===== config.mk =====
export PLATFORM = sky130hd
export DESIGN_NAME = wdr_watchdog_top
export DESIGN_NICKNAME = d
export VERILOG_FILES = /design/src/wdr_pkg.sv /design/src/wdr_osc_counter.sv /design/src/wdr_watchdog_top.sv
export SDC_FILE = /design/constraint.sdc
export NUM_CORES = 1
export LEC_CHECK = 0
export BUFFER_PORTS_ARGS = -buffer_cell sky130_fd_sc_hd__buf_2
export CAP_MARGIN = 20
export CORE_ASPECT_RATIO = 1.25
export CORE_UTILIZATION = 45
export DETAILED_ROUTE_END_ITERATION = 7
export GPL_ROUTABILITY_DRIVEN = 0
export PLACE_DENSITY = 0.63
export SYNTH_ARGS = -nofsm -noshare
export SYNTH_HDL_FRONTEND = slang
export SYNTH_SLANG_ARGS = --single-unit

===== constraint.sdc =====
create_clock -name sys_clk -period 7 [get_ports sys_clk]
set_input_delay 1.4 -clock sys_clk [delete_from_list [all_inputs] [get_ports sys_clk]]
set_output_delay 1.4 -clock sys_clk [all_outputs]
set_load 0.02 [all_outputs]

===== src/wdr_pkg.sv =====
// Shared constants of the watchdog and reset-cause block
package wdr_pkg;

  // ==========================================================
  // Register bus geometry
  localparam int unsigned ADDR_W     = 4;
  localparam int unsigned DATA_W     = 8;

  // ==========================================================
  // Register offsets
  localparam logic [3:0]  CAUSE_OFS  = 4'h0;
  localparam logic [3:0]  CTRL_OFS   = 4'h1;

  // ==========================================================
  // Reset-cause register fields
  localparam int unsigned WDOG_FLAG_BIT  = 3;
  localparam int unsigned BROWN_FLAG_BIT = 2;
  localparam int unsigned PIN_FLAG_BIT   = 1;
  localparam int unsigned POWER_FLAG_BIT = 0;
  localparam logic [3:0]  CAUSE_RST      = 4'h1;

  // ==========================================================
  // Watchdog control register fields
  localparam int unsigned CE_BIT     = 4;
  localparam int unsigned EN_BIT     = 3;
  localparam int unsigned PSEL_HI    = 2;
  localparam logic        EN_RST     = 1'b0;
  localparam logic [2:0]  PSEL_RST   = 3'h0;

  // ==========================================================
  // Timing counts
  localparam logic [2:0]  CE_CYC     = 3'h4;
  localparam int unsigned CNT_W      = 22;
  localparam logic [21:0] BASE_CYC   = 22'h004000;
  localparam int unsigned DLY_W      = 16;
  localparam logic [15:0] STARTUP_CYC = 16'h0040;
  localparam int unsigned SYNC_N     = 3;

endpackage : wdr_pkg


===== src/wdr_osc_counter.sv =====
// Watchdog oscillator edge counter with period compare and expiry pulse
`timescale 1ns/1ps

module wdr_osc_counter #(
  parameter logic [21:0] BASE_CYC = wdr_pkg::BASE_CYC
) (
  input  wire logic                     sys_clk,
  input  wire logic                     rst,
  input  wire logic                     osc_pin,
  input  wire logic                     restart,
  input  wire logic                     enable,
  input  wire logic [2:0]               period_sel,
  output logic                          expire_q,
  output logic [wdr_pkg::CNT_W-1:0]     count_q
);

  logic osc_s1_q;
  logic osc_s2_q;
  logic osc_s3_q;
  logic                      tick_w;
  logic [wdr_pkg::CNT_W-1:0] limit_w;
  logic                      hit_w;
  logic [wdr_pkg::CNT_W-1:0] count_d;
  logic                      expire_d;

  // ==========================================================
  // Oscillator pin synchroniser, edge taken after stage two
  always_ff @(posedge sys_clk or posedge rst) begin
    if (rst) begin
      osc_s1_q <= 1'b0;
      osc_s2_q <= 1'b0;
      osc_s3_q <= 1'b0;
    end else begin
      osc_s1_q <= osc_pin;
      osc_s2_q <= osc_s1_q;
      osc_s3_q <= osc_s2_q;
    end
  end

  // Counting runs on oscillator edges only, never on sys_clk rate
  assign tick_w  = osc_s2_q & ~osc_s3_q;                                 // RULE9 RULE21
  // Limit is the base count doubled per select step
  assign limit_w = BASE_CYC << period_sel;                               // RULE18
  assign hit_w   = tick_w && (count_q == limit_w - 22'h000001);

  // ==========================================================
  // Next count: restart wins, then wrap at the limit
  assign count_d  = (restart || !enable) ? '0 :                           // RULE10
                    hit_w ? '0 :
                    tick_w ? count_q + 22'h000001 : count_q;
  assign expire_d = enable && !restart && hit_w;                          // RULE11

  always_ff @(posedge sys_clk or posedge rst) begin
    if (rst) begin
      count_q  <= '0;
      expire_q <= 1'b0;
    end else begin
      count_q  <= count_d;
      expire_q <= expire_d;
    end
  end

  // ==========================================================
  // Checks
  property p_restart_clears;
    @(posedge sys_clk) disable iff (rst)
    restart |=> (count_q == '0);
  endproperty
  a_restart_clears: assert property (p_restart_clears)                    // RULE10
    else $error("count not cleared by restart");

  property p_expire_at_limit;
    @(posedge sys_clk) disable iff (rst)
    expire_q |-> ($past(count_q) == limit_w - 22'h000001) && (count_q == '0);
  endproperty
  a_expire_at_limit: assert property (p_expire_at_limit)                  // RULE18
    else $error("expiry not at selected limit");

endmodule : wdr_osc_counter


===== src/wdr_watchdog_top.sv =====
// Watchdog timer with guarded control writes and reset-cause flags
//
// Operation
// (RULE1) Watchdog expiry emits a reset pulse exactly one system clock long.
// (RULE2) Falling edge of that pulse starts the start-up delay counter.
// (RULE3) Reset-cause bits 7..4 always read zero.
// (RULE4) Watchdog flag sets on watchdog reset; power-on or software zero clears.
// (RULE5) Brown-out flag sets on brown-out reset; power-on or software zero clears.
// (RULE6) Pin flag sets on external pin reset; power-on or software zero clears.
// (RULE7) Power-up flag sets on power-on; only a software zero clears it.
// (RULE8) Software should read then clear the cause flags early after start-up.
// (RULE9) Watchdog counts cycles of its own oscillator, not the system clock.
// (RULE10) Count restarts on restart instruction, on disable and on chip reset.
// (RULE11) Period elapsing without restart resets the chip to the reset vector.
// (RULE12) Control register bits 7..5 always read zero.
// (RULE13) Writing enable to zero is ignored unless change-enable is one.
// (RULE14) Change-enable clears itself four system cycles after it is written.
// (RULE15) Period select changes only while change-enable is one.
// (RULE16) Enable written one starts; zero within the window stops the watchdog.
// (RULE17) Disable needs change-enable and enable both one, then zero within four; the code opens the window on change-enable alone.
// (RULE18) Time-out is 16384 oscillator cycles times two to the select value.
// (RULE19) Fuse unprogrammed: starts disabled, enable needs no guard sequence.
// (RULE20) Fuse programmed: always runs, enable reads one, period guarded.
// (RULE21) Control passes safely to the oscillator domain, expiry back again.
//
// Strobed register access and the register addresses are this design's own decisions.
`timescale 1ns/1ps

module wdr_watchdog_top #(
  parameter logic [21:0] BASE_CYC    = wdr_pkg::BASE_CYC,
  parameter logic [15:0] STARTUP_CYC = wdr_pkg::STARTUP_CYC
) (
  input  wire logic                       sys_clk,
  input  wire logic                       rst,
  input  wire logic [wdr_pkg::ADDR_W-1:0] addr,
  input  wire logic [wdr_pkg::DATA_W-1:0] wr_data,
  input  wire logic                       wr_en,
  input  wire logic                       rd_en,
  output logic      [wdr_pkg::DATA_W-1:0] rd_data_q,
  input  wire logic                       watchdog_restart_instruction,
  input  wire logic                       wdt_osc,
  input  wire logic                       brownout_rst,
  input  wire logic                       pin_rst_n,
  input  wire logic                       safety_level_fuse,
  output logic                            wdt_rst_pulse_q,
  output logic                            cpu_hold_q
);

  // ==========================================================
  // Declarations
  logic [wdr_pkg::SYNC_N-1:0] pin_raw_w;
  logic [wdr_pkg::SYNC_N-1:0] sync1_q;
  logic [wdr_pkg::SYNC_N-1:0] sync2_q;
  logic                       brown_s_w;
  logic                       pin_s_w;
  logic                       fuse_s_w;
  logic                       ext_rst_w;
  logic                       chip_rst_w;

  logic                       cause_wr_w;
  logic                       ctrl_wr_w;
  logic                       cause_rd_w;
  logic                       ctrl_rd_w;

  logic [3:0]                 cause_q;
  logic [3:0]                 cause_d;
  logic [3:0]                 cause_set_w;
  logic [3:0]                 cause_clr_w;

  logic                       wde_q;
  logic                       wde_d;
  logic [2:0]                 period_q;
  logic [2:0]                 period_d;
  logic                       ce_q;
  logic                       ce_d;
  logic [2:0]                 ce_cnt_q;
  logic [2:0]                 ce_cnt_d;
  logic                       enable_w;

  logic                       expire_w;
  logic [wdr_pkg::CNT_W-1:0]  wdt_count_w;
  logic                       pulse_d;
  logic [wdr_pkg::DLY_W-1:0]  dly_q;
  logic [wdr_pkg::DLY_W-1:0]  dly_d;
  logic                       hold_d;

  logic [wdr_pkg::DATA_W-1:0] cause_view_w;
  logic [wdr_pkg::DATA_W-1:0] ctrl_view_w;
  logic [wdr_pkg::DATA_W-1:0] rd_mux_w;
  logic [wdr_pkg::DATA_W-1:0] rd_data_d;

  // Address match, shared by read and write decode
  function automatic logic hit(input logic [wdr_pkg::ADDR_W-1:0] a,
                               input logic [wdr_pkg::ADDR_W-1:0] ofs);
    hit = (a == ofs);
  endfunction : hit

  // ==========================================================
  // Pin synchronisers: reset sources and fuse strap
  assign pin_raw_w = {safety_level_fuse, ~pin_rst_n, brownout_rst};

  genvar gi;
  generate
    for (gi = 0; gi < wdr_pkg::SYNC_N; gi++) begin : g_sync
      // Stage one feeds stage two only
      always_ff @(posedge sys_clk or posedge rst) begin
        if (rst) begin
          sync1_q[gi] <= 1'b0;
          sync2_q[gi] <= 1'b0;
        end else begin
          sync1_q[gi] <= pin_raw_w[gi];
          sync2_q[gi] <= sync1_q[gi];
        end
      end
    end
  endgenerate

  assign brown_s_w  = sync2_q[0];
  assign pin_s_w    = sync2_q[1];
  assign fuse_s_w   = sync2_q[2];
  assign ext_rst_w  = brown_s_w | pin_s_w;
  // Any chip reset, including the start-up delay, holds the count at zero
  assign chip_rst_w = ext_rst_w | wdt_rst_pulse_q | cpu_hold_q;            // RULE10

  // ==========================================================
  // Register decode
  assign cause_wr_w = wr_en && hit(addr, wdr_pkg::CAUSE_OFS);
  assign ctrl_wr_w  = wr_en && hit(addr, wdr_pkg::CTRL_OFS);
  assign cause_rd_w = rd_en && hit(addr, wdr_pkg::CAUSE_OFS);
  assign ctrl_rd_w  = rd_en && hit(addr, wdr_pkg::CTRL_OFS);

  // ==========================================================
  // Reset-cause flags: set wins over a software clear
  assign cause_set_w = {wdt_rst_pulse_q, brown_s_w, pin_s_w, 1'b0};      // RULE4 RULE5 RULE6
  // Writing one keeps a flag; writing zero clears it
  assign cause_clr_w = {4{cause_wr_w}} & ~wr_data[3:0];                  // RULE7
  assign cause_d     = cause_set_w | (cause_q & ~cause_clr_w);

  // Power-on sets only the power-up flag and clears the rest
  always_ff @(posedge sys_clk or posedge rst) begin
    if (rst) begin
      cause_q <= wdr_pkg::CAUSE_RST;                                      // RULE7
    end else begin
      cause_q <= cause_d;
    end
  end

  // ==========================================================
  // Guarded control writes
  // Fuse forces the watchdog on whatever the enable bit holds
  assign enable_w = wde_q | fuse_s_w;                                     // RULE20

  // One enables freely; zero only lands inside the window
  assign wde_d = !ctrl_wr_w ? wde_q :
                 wr_data[wdr_pkg::EN_BIT] ? 1'b1 :                       // RULE16 RULE19
                 ce_q ? 1'b0 : wde_q;                                     // RULE13

  // Period select is held unless the window is open
  assign period_d = (ctrl_wr_w && ce_q) ? wr_data[wdr_pkg::PSEL_HI:0]     // RULE15
                                        : period_q;

  // Window opens on a write of one and closes after four cycles or on a control write of zero
  assign ce_d = (ctrl_wr_w && wr_data[wdr_pkg::CE_BIT]) ? 1'b1 :          // RULE14
                ctrl_wr_w ? 1'b0 :
                (ce_q && ce_cnt_q == 3'h1) ? 1'b0 : ce_q;
  assign ce_cnt_d = (ctrl_wr_w && wr_data[wdr_pkg::CE_BIT]) ? wdr_pkg::CE_CYC :
                    (ce_cnt_q != 3'h0) ? ce_cnt_q - 3'h1 : 3'h0;

  // Control state survives watchdog and pin resets so the flags stay useful
  always_ff @(posedge sys_clk or posedge rst) begin
    if (rst) begin
      wde_q    <= wdr_pkg::EN_RST;                                        // RULE19
      period_q <= wdr_pkg::PSEL_RST;
      ce_q     <= 1'b0;
      ce_cnt_q <= 3'h0;
    end else begin
      wde_q    <= wde_d;
      period_q <= period_d;
      ce_q     <= ce_d;
      ce_cnt_q <= ce_cnt_d;
    end
  end

  // ==========================================================
  // Oscillator-driven counter
  // Period and enable are quasi-static; the counter uses the period per tick and enable every cycle
  wdr_osc_counter #(
    .BASE_CYC   (BASE_CYC)
  ) u_counter (
    .sys_clk    (sys_clk),
    .rst        (rst),
    .osc_pin    (wdt_osc),
    .restart    (watchdog_restart_instruction | chip_rst_w),              // RULE10
    .enable     (enable_w),
    .period_sel (period_q),
    .expire_q   (expire_w),
    .count_q    (wdt_count_w)
  );

  // ==========================================================
  // Reset pulse and start-up delay
  // Expiry already arrives as a single sys_clk pulse
  assign pulse_d = expire_w && enable_w && !chip_rst_w;                   // RULE1 RULE21

  // Delay loads while the pulse is high, so counting starts as it falls
  assign dly_d  = (wdt_rst_pulse_q || ext_rst_w) ? STARTUP_CYC :          // RULE2
                  (dly_q != '0) ? dly_q - 16'h0001 : dly_q;
  // Core stays held until the delay has run out
  assign hold_d = (dly_d != '0);                                          // RULE11

  always_ff @(posedge sys_clk or posedge rst) begin
    if (rst) begin
      wdt_rst_pulse_q <= 1'b0;
      dly_q           <= '0;
      cpu_hold_q      <= 1'b0;
    end else begin
      wdt_rst_pulse_q <= pulse_d;
      dly_q           <= dly_d;
      cpu_hold_q      <= hold_d;
    end
  end

  // ==========================================================
  // Read path: reserved bits forced low, unmapped reads zero
  assign cause_view_w = {4'h0, cause_q};                                  // RULE3
  assign ctrl_view_w  = {3'h0, ce_q, enable_w, period_q};                 // RULE12 RULE20
  assign rd_mux_w     = cause_rd_w ? cause_view_w :
                        ctrl_rd_w  ? ctrl_view_w  : 8'h00;
  assign rd_data_d    = rd_en ? rd_mux_w : 8'h00;

  // Data stands only in the cycle after the strobe
  always_ff @(posedge sys_clk or posedge rst) begin
    if (rst) begin
      rd_data_q <= 8'h00;
    end else begin
      rd_data_q <= rd_data_d;
    end
  end

  // ==========================================================
  // Assertions
  property p_pulse_single;
    @(posedge sys_clk) disable iff (rst)
    wdt_rst_pulse_q |=> !wdt_rst_pulse_q;
  endproperty
  a_pulse_single: assert property (p_pulse_single) // RULE1
    else $error("reset pulse longer than one cycle");

  property p_delay_starts;
    @(posedge sys_clk) disable iff (rst)
    wdt_rst_pulse_q |=> (dly_q == STARTUP_CYC) && cpu_hold_q;
  endproperty
  a_delay_starts: assert property (p_delay_starts) // RULE2
    else $error("start-up delay not loaded at pulse end");

  property p_cause_reserved;
    @(posedge sys_clk) disable iff (rst)
    cause_rd_w |=> (rd_data_q[7:4] == 4'h0) && (rd_data_q[3:0] == $past(cause_q));
  endproperty
  a_cause_reserved: assert property (p_cause_reserved) // RULE3
    else $error("cause read data wrong");

  property p_wdog_flag;
    @(posedge sys_clk) disable iff (rst)
    wdt_rst_pulse_q |=> cause_q[wdr_pkg::WDOG_FLAG_BIT];
  endproperty
  a_wdog_flag: assert property (p_wdog_flag) // RULE4
    else $error("watchdog flag not set");

  property p_brown_flag;
    @(posedge sys_clk) disable iff (rst)
    brown_s_w |=> cause_q[wdr_pkg::BROWN_FLAG_BIT];
  endproperty
  a_brown_flag: assert property (p_brown_flag) // RULE5
    else $error("brown-out flag not set");

  property p_pin_flag;
    @(posedge sys_clk) disable iff (rst)
    pin_s_w |=> cause_q[wdr_pkg::PIN_FLAG_BIT];
  endproperty
  a_pin_flag: assert property (p_pin_flag) // RULE6
    else $error("pin flag not set");

  property p_power_flag;
    @(posedge sys_clk) disable iff (rst)
    $fell(cause_q[wdr_pkg::POWER_FLAG_BIT]) |->
      $past(cause_wr_w) && !$past(wr_data[wdr_pkg::POWER_FLAG_BIT]);
  endproperty
  a_power_flag: assert property (p_power_flag) // RULE7
    else $error("power-up flag cleared without write");

  property p_ctrl_reserved;
    @(posedge sys_clk) disable iff (rst)
    ctrl_rd_w |=> (rd_data_q[7:5] == 3'h0);
  endproperty
  a_ctrl_reserved: assert property (p_ctrl_reserved) // RULE12
    else $error("control reserved bits nonzero");

  property p_guarded_disable;
    @(posedge sys_clk) disable iff (rst)
    ctrl_wr_w && !wr_data[wdr_pkg::EN_BIT] && !ce_q && wde_q |=> wde_q;
  endproperty
  a_guarded_disable: assert property (p_guarded_disable) // RULE13
    else $error("enable cleared outside window");

  property p_window_closes;
    @(posedge sys_clk) disable iff (rst)
    (ctrl_wr_w && wr_data[wdr_pkg::CE_BIT]) ##1 (ce_q && !ctrl_wr_w)[*4] |=> !ce_q;
  endproperty
  a_window_closes: assert property (p_window_closes) // RULE14
    else $error("change window not four cycles");

  property p_period_held;
    @(posedge sys_clk) disable iff (rst)
    !(ctrl_wr_w && ce_q) |=> (period_q == $past(period_q));
  endproperty
  a_period_held: assert property (p_period_held) // RULE15
    else $error("period changed outside window");

  property p_enable_set;
    @(posedge sys_clk) disable iff (rst)
    ctrl_wr_w && wr_data[wdr_pkg::EN_BIT] |=> wde_q && enable_w;
  endproperty
  a_enable_set: assert property (p_enable_set) // RULE16
    else $error("enable write not taken");

  property p_fuse_forces;
    @(posedge sys_clk) disable iff (rst)
    fuse_s_w && ctrl_rd_w |=> rd_data_q[wdr_pkg::EN_BIT];
  endproperty
  a_fuse_forces: assert property (p_fuse_forces) // RULE20
    else $error("fuse did not force enable");

  c_expiry: cover property (@(posedge sys_clk) disable iff (rst)
    wdt_rst_pulse_q ##1 cpu_hold_q);
  c_disable_seq: cover property (@(posedge sys_clk) disable iff (rst)
    wde_q && ce_q ##[1:4] !wde_q);
  c_kick_clears: cover property (@(posedge sys_clk) disable iff (rst)
    ((wdt_count_w != '0) && watchdog_restart_instruction) ##1 (wdt_count_w == '0));

endmodule : wdr_watchdog_top


; ---- After elaboration in Yosys (flattened, before gate mapping)
; Index checks and enable logic that the tools add are counted.
[word_totals]
regBits = 67
input_bits = 21
output_inout_bits = 10
elab_cells = 81
[classes]
add_sub_neg = 4
n_eq_ne = 3
shift = 1
n_mux = 15
bitwise = 13
reduce_logical = 25
[ops]
columns = cell, n
row1 = 22-bit two-way mux, 3
row2 = 16-bit two-way mux, 2
row3 = 16-bit nonzero test, 2
row4 = 22-bit by 1-bit adder with 22-bit output (second input constant), 1
row5 = 22-bit == test, 1
row6 = 15-bit by 3-bit << shifter with 22-bit output (first input constant), 1
row7 = 22-bit by 1-bit subtractor with 22-bit output (second input constant), 1
row8 = 16-bit by 1-bit subtractor with 16-bit output (second input constant), 1
row9 = 5-bit two-way mux, 3
row10 = 1-bit logical AND, 12
row11 = 3-bit nonzero test, 3
row12 = 4-bit bitwise AND, 2
row13 = 4-bit NOT, 2
row14 = 3-bit two-way mux, 2
row15 = 1-bit two-way mux, 5
row16 = 1-bit bitwise OR, 5
row17 = 4-bit by 1-bit == test with 1-bit output (second input constant), 1
row18 = 4-bit zero test, 1
row19 = 4-bit bitwise OR, 1
row20 = 3-bit by 1-bit == test with 1-bit output (second input constant), 1
row21 = 1-bit zero test, 3
row22 = 3-bit by 1-bit subtractor with 3-bit output (second input constant), 1
row23 = 1-bit logical OR, 2
row24 = 1-bit NOT, 2
row25 = other kinds (3), 3

; ---- Depth between registers and ports, before layout
[depth]
ltp_word = 7
mapped_depth = 9

; ---- Modules after synthesis
; From an unflattened synthesis, not the netlist that was laid out.
[unflattened]
cells_unflattened = 344
area_unflattened_um2 = 3477.1
[modules_own_cells]
columns = mod, instances, cells_per_inst, area_each_um2
row1 = wdr_watchdog_top, 1, 182, 1964.4
row2 = wdr_osc_counter, 1, 162, 1512.7

; ---- Least setup slack after synthesis
; OpenSTA, ideal clock, no wires.
[synth_timing]
path_type = register -> register
from = register dly_q[0] (netlist name)
to = register cpu_hold_q
setup_ps = 145
t_arrival_ps = 2507
t_required_ps = 6855
path_slack_ps = 4348
path_stages_with_launch = 9
path_buffers = 0
period_less_slack_ps = 2652
path_cell_list = dfrtp_1 inv_1 ha_1 or4b_2 or2_2 nor4_1 mux2_2 nor4_1 o2111ai_1
[synth_between]
elab_chain_len = 4
word_cells_on_any_way = 5
cone_classes = add/sub (1) / mux (2) / reduce/logical (2)
[synth_lines]
columns = item, line_no
row1 = from (decl), wdr_watchdog_top.sv:83  ; logic [wdr_pkg::DLY_W-1:0] dly_q;
row2 = from (signal assigned), wdr_watchdog_top.sv:218  ; dly_q <= dly_d;
row3 = 16-bit by 1-bit subtractor with 16-bit output / 16-bit nonzero test (equally long branches), wdr_watchdog_top.sv:207  ; (dly_q != '0) ? dly_q - 16'h0001 : dly_q;
row4 = 16-bit two-way mux (*), wdr_watchdog_top.sv:207
row5 = 16-bit two-way mux (*), wdr_watchdog_top.sv:206  ; assign dly_d = (wdt_rst_pulse_q || ext_rst_w) ? STARTUP_CYC :
row6 = 16-bit nonzero test (*), wdr_watchdog_top.sv:209  ; assign hold_d = (dly_d != '0);
row7 = via hold_d, wdr_watchdog_top.sv:85  ; logic hold_d;
row8 = to (signal assigned), wdr_watchdog_top.sv:219  ; cpu_hold_q <= hold_d;
row9 = to (decl), wdr_watchdog_top.sv:46  ; output logic cpu_hold_q
; The timed path passes the listed nets; every way through them passes the cells marked *.
; A chain may end at the register's enable or synchronous reset.

; ---- Final worst setup path
; Same ends and word-level chain as after synthesis.

==> results.json <==
{
  "slew_violations": 0,
  "drv_cap": 0,
  "clk_latency_ns": 0.34,
  "ioPinCount": 31,
  "max_freq_mhz": 320,
  "yosysTopAreaCellShare_pct": 50.1,
  "clkTransAtPathRegs_ns": 0.09,
  "hold_violations": 0,
  "core_area_mm2": 0.00702,
  "cts_tree": "built",
  "grt_max_degree": 68,
  "dieHeight_um": 97.7,
  "ys_async_sr_fraction_pct": 100,
  "synth_area_leaders": "dfrtp_1 50%, nor2_1 5.1%, nand2_1 3.8%, xnor2_1 3.5%, a21oi_1 2.3%",
  "ys_warn_count": 0,
  "fin_setup_tns_ns": 0,
  "ant_nets": 0,
  "first_pass_iters": 4,
  "die-area_mm2": 0.00768,
  "cts_resized": 0,
  "viasPerCell": 5.40,
  "place_inst": 445,
  "fin_crit_sh_pct": 44.6,
  "synth_seq_cells": 67,
  "crit_path_max_fanout": 12,
  "synth_edf_count": 0,
  "hp-class": "flip-flop to flip-flop",
  "ctsHoldBuffers": 0,
  "layout.area.seq_mm2": 0.00168,
  "ir_drop_mv": 0.153,
  "synthFlopType": "dfrtp_1",
  "critPathLaunchType": "flip-flop",
  "multi_input_area_mm2": 0.00150,
  "wl_um": 6180,
  "min_path_cells": 0,
  "powerDensity_mw_per_mm2": 240,
  "grt.total_usage_pct": 18.2,
  "setup_viol": 0,
  "antenna_cells": 0,
  "final_cells": 461,
  "cts-root-buf": "clkbuf_8",
  "wl_per_cell_um": 13.4,
  "layout_common_cells": "66 x dfrtp_1, 45 x nor2_1, 33 x nand2_1",
  "power.leakage_nw": 1.60,
  "grt_pass1_wl_um": 11200,
  "post_synth.cell_area_avg_um2": 9.62,
  "cp-end-kind": "flip-flop",
  "layout_commonest_cell": "dfrtp_1",
  "holdWs_ns": 0.344,
  "cts_num_sinks": 67,
  "cts_buffers": 9,
  "nFillCells": 658,
  "start_util_pct": 47.0,
  "nets": 392,
  "vias": 2488,
  "yosysTopAreaCell": "dfrtp_1",
  "post_cts_buffers": 0,
  "rows": 34,
  "drive_gt1_share_pct": 15.1,
  "syn_area_mm2": 0.00330,
  "worstPathArrival_ns": 3.31,
  "area_delta_synth_final_pct": 12.0,
  "antenna_found_initial": 0,
  "grt.overflow.total": 0,
  "netlist_instances": 343,
  "yosysUniqueCellTypes": 56,
  "clk_path_buf_depth": 2,
  "slew_headroom_pct": 40.5,
  "dpl.hpwl_um": 4260,
  "period_minus_slack_ns": 3.12,
  "skew_ns": 0.0140,
  "required_ns": 7.19,
  "grt_pass1_vias": 2433,
  "die-width_um": 78.6,
  "drc_errors": 0,
  "drtIter0Drc": 108,
  "rsz0062_at_grt": "no",
  "port-buffer-count": 24,
  "utilization_pct": 52.6,
  "yosysSeqAreaShare_pct": 50.9,
  "cts_max_level": 3,
  "crit_type": "flip-flop to flip-flop",
  "max_slew.worst_pin.slew_ns": 0.880,
  "status": "finished clean",
  "reg2reg_depth": 7
}
## state kept, by name (all words and copies together), names as in the netlist, 3 cells and up
name / flops
rd_data_q: 5
sync1_q: 3
cause_q: 4
ce_cnt_q: 3
u_counter.count_q: 22
period_q: 3
dly_q: 16
## cell type report
class | instances | share of cell area (%)
timing repair buffer | 25 | 3.46
clock buffer | 9 | 3.35
inverter | 13 | 1.32
sequential | 67 | 45.4
multi-input combinational | 250 | 40.7
tap | 90 | 3.05
clock inverter | 7 | 2.71
## Yosys cell counts (all sizes together) (3+ instances only)
library cell,n
mux2i,5
xnor2,13
o21a,3
nand3,13
xor2,8
and3,3
a211oi,3
nand2b,6
o31ai,3
ha,5
nor4,11
dfrtp,66
or4,3
inv,13
nor2,45
clkbuf,9
mux2,4
or3,8
a21oi,15
o21ai,12
nand2,33
nor3b,4
buf,6
nor3,13
and2,7
nand4,5
## worst max-delay path: stages (launching register included)
cell and delay, ns:
dfrtp_1 0.44, inv_1 0.10, ha_1 0.14, nor4b_1 0.71, nand4_1 0.62, or3_1 0.49
a221oi_1 0.29, o2111ai_1 0.17
## final timing paths
check / slack [ns] / endpoint / from
setup / recovery: 3.88 / cpu_hold_q / dly_q[0]
hold / removal: 0.34 / brown_s_w / sync1_q[0]
setup reg to reg: 3.88 / cpu_hold_q / dly_q[0]
hold reg to reg: 0.34 / brown_s_w / sync1_q[0]
max in group asynchronous: 5.17 / u_counter.count_q[4] / rst
min in group asynchronous: 1.28 / brown_s_w / rst
## layer usage
| metal | global-route usage [%] | vias up | wire length [um] |
|---|---|---|---|
| met3 | 4.32 | 4 | 235 |
| met5 | 0 | - | 0 |
| met1 | 23.8 | 1197 | 2930 |
| met4 | 5.70 | 0 | 57 |
| li1 | - | 1243 | - |
| met2 | 29.6 | 44 | 2970 |
## per-stage QoR
step                      setup slack [ns]  power [mW]  instance area (um^2)
after floorplan                       3.92       0.510                  3310
after detailed placement              3.89       0.534                  3470
after global routing                  3.56       0.931                  3690
after CTS                             3.87       0.897                  3690
final                                 3.88       0.887                  3690
after global placement                3.85       0.532                  3470
## power breakdown
part           switching [mW]  total (mW)  internal [mW]
logic                  0.0588       0.101         0.0420
registers              0.0213       0.425          0.404
clock network           0.158       0.361          0.203
total                   0.238       0.887          0.649
## logic make-up after synthesis
group | Yosys count | synth area share [%]
fa+ha+maj | 5 | 1.90
simple gates | 165 | 25.9
flops | 67 | 50.9
xor+xnor | 21 | 5.58
other cells | 1 | 0.114
compound gates | 47 | 8.99
buf+inv | 28 | 3.79
mux | 9 | 2.88
Power figures use the tool's default switching activity.
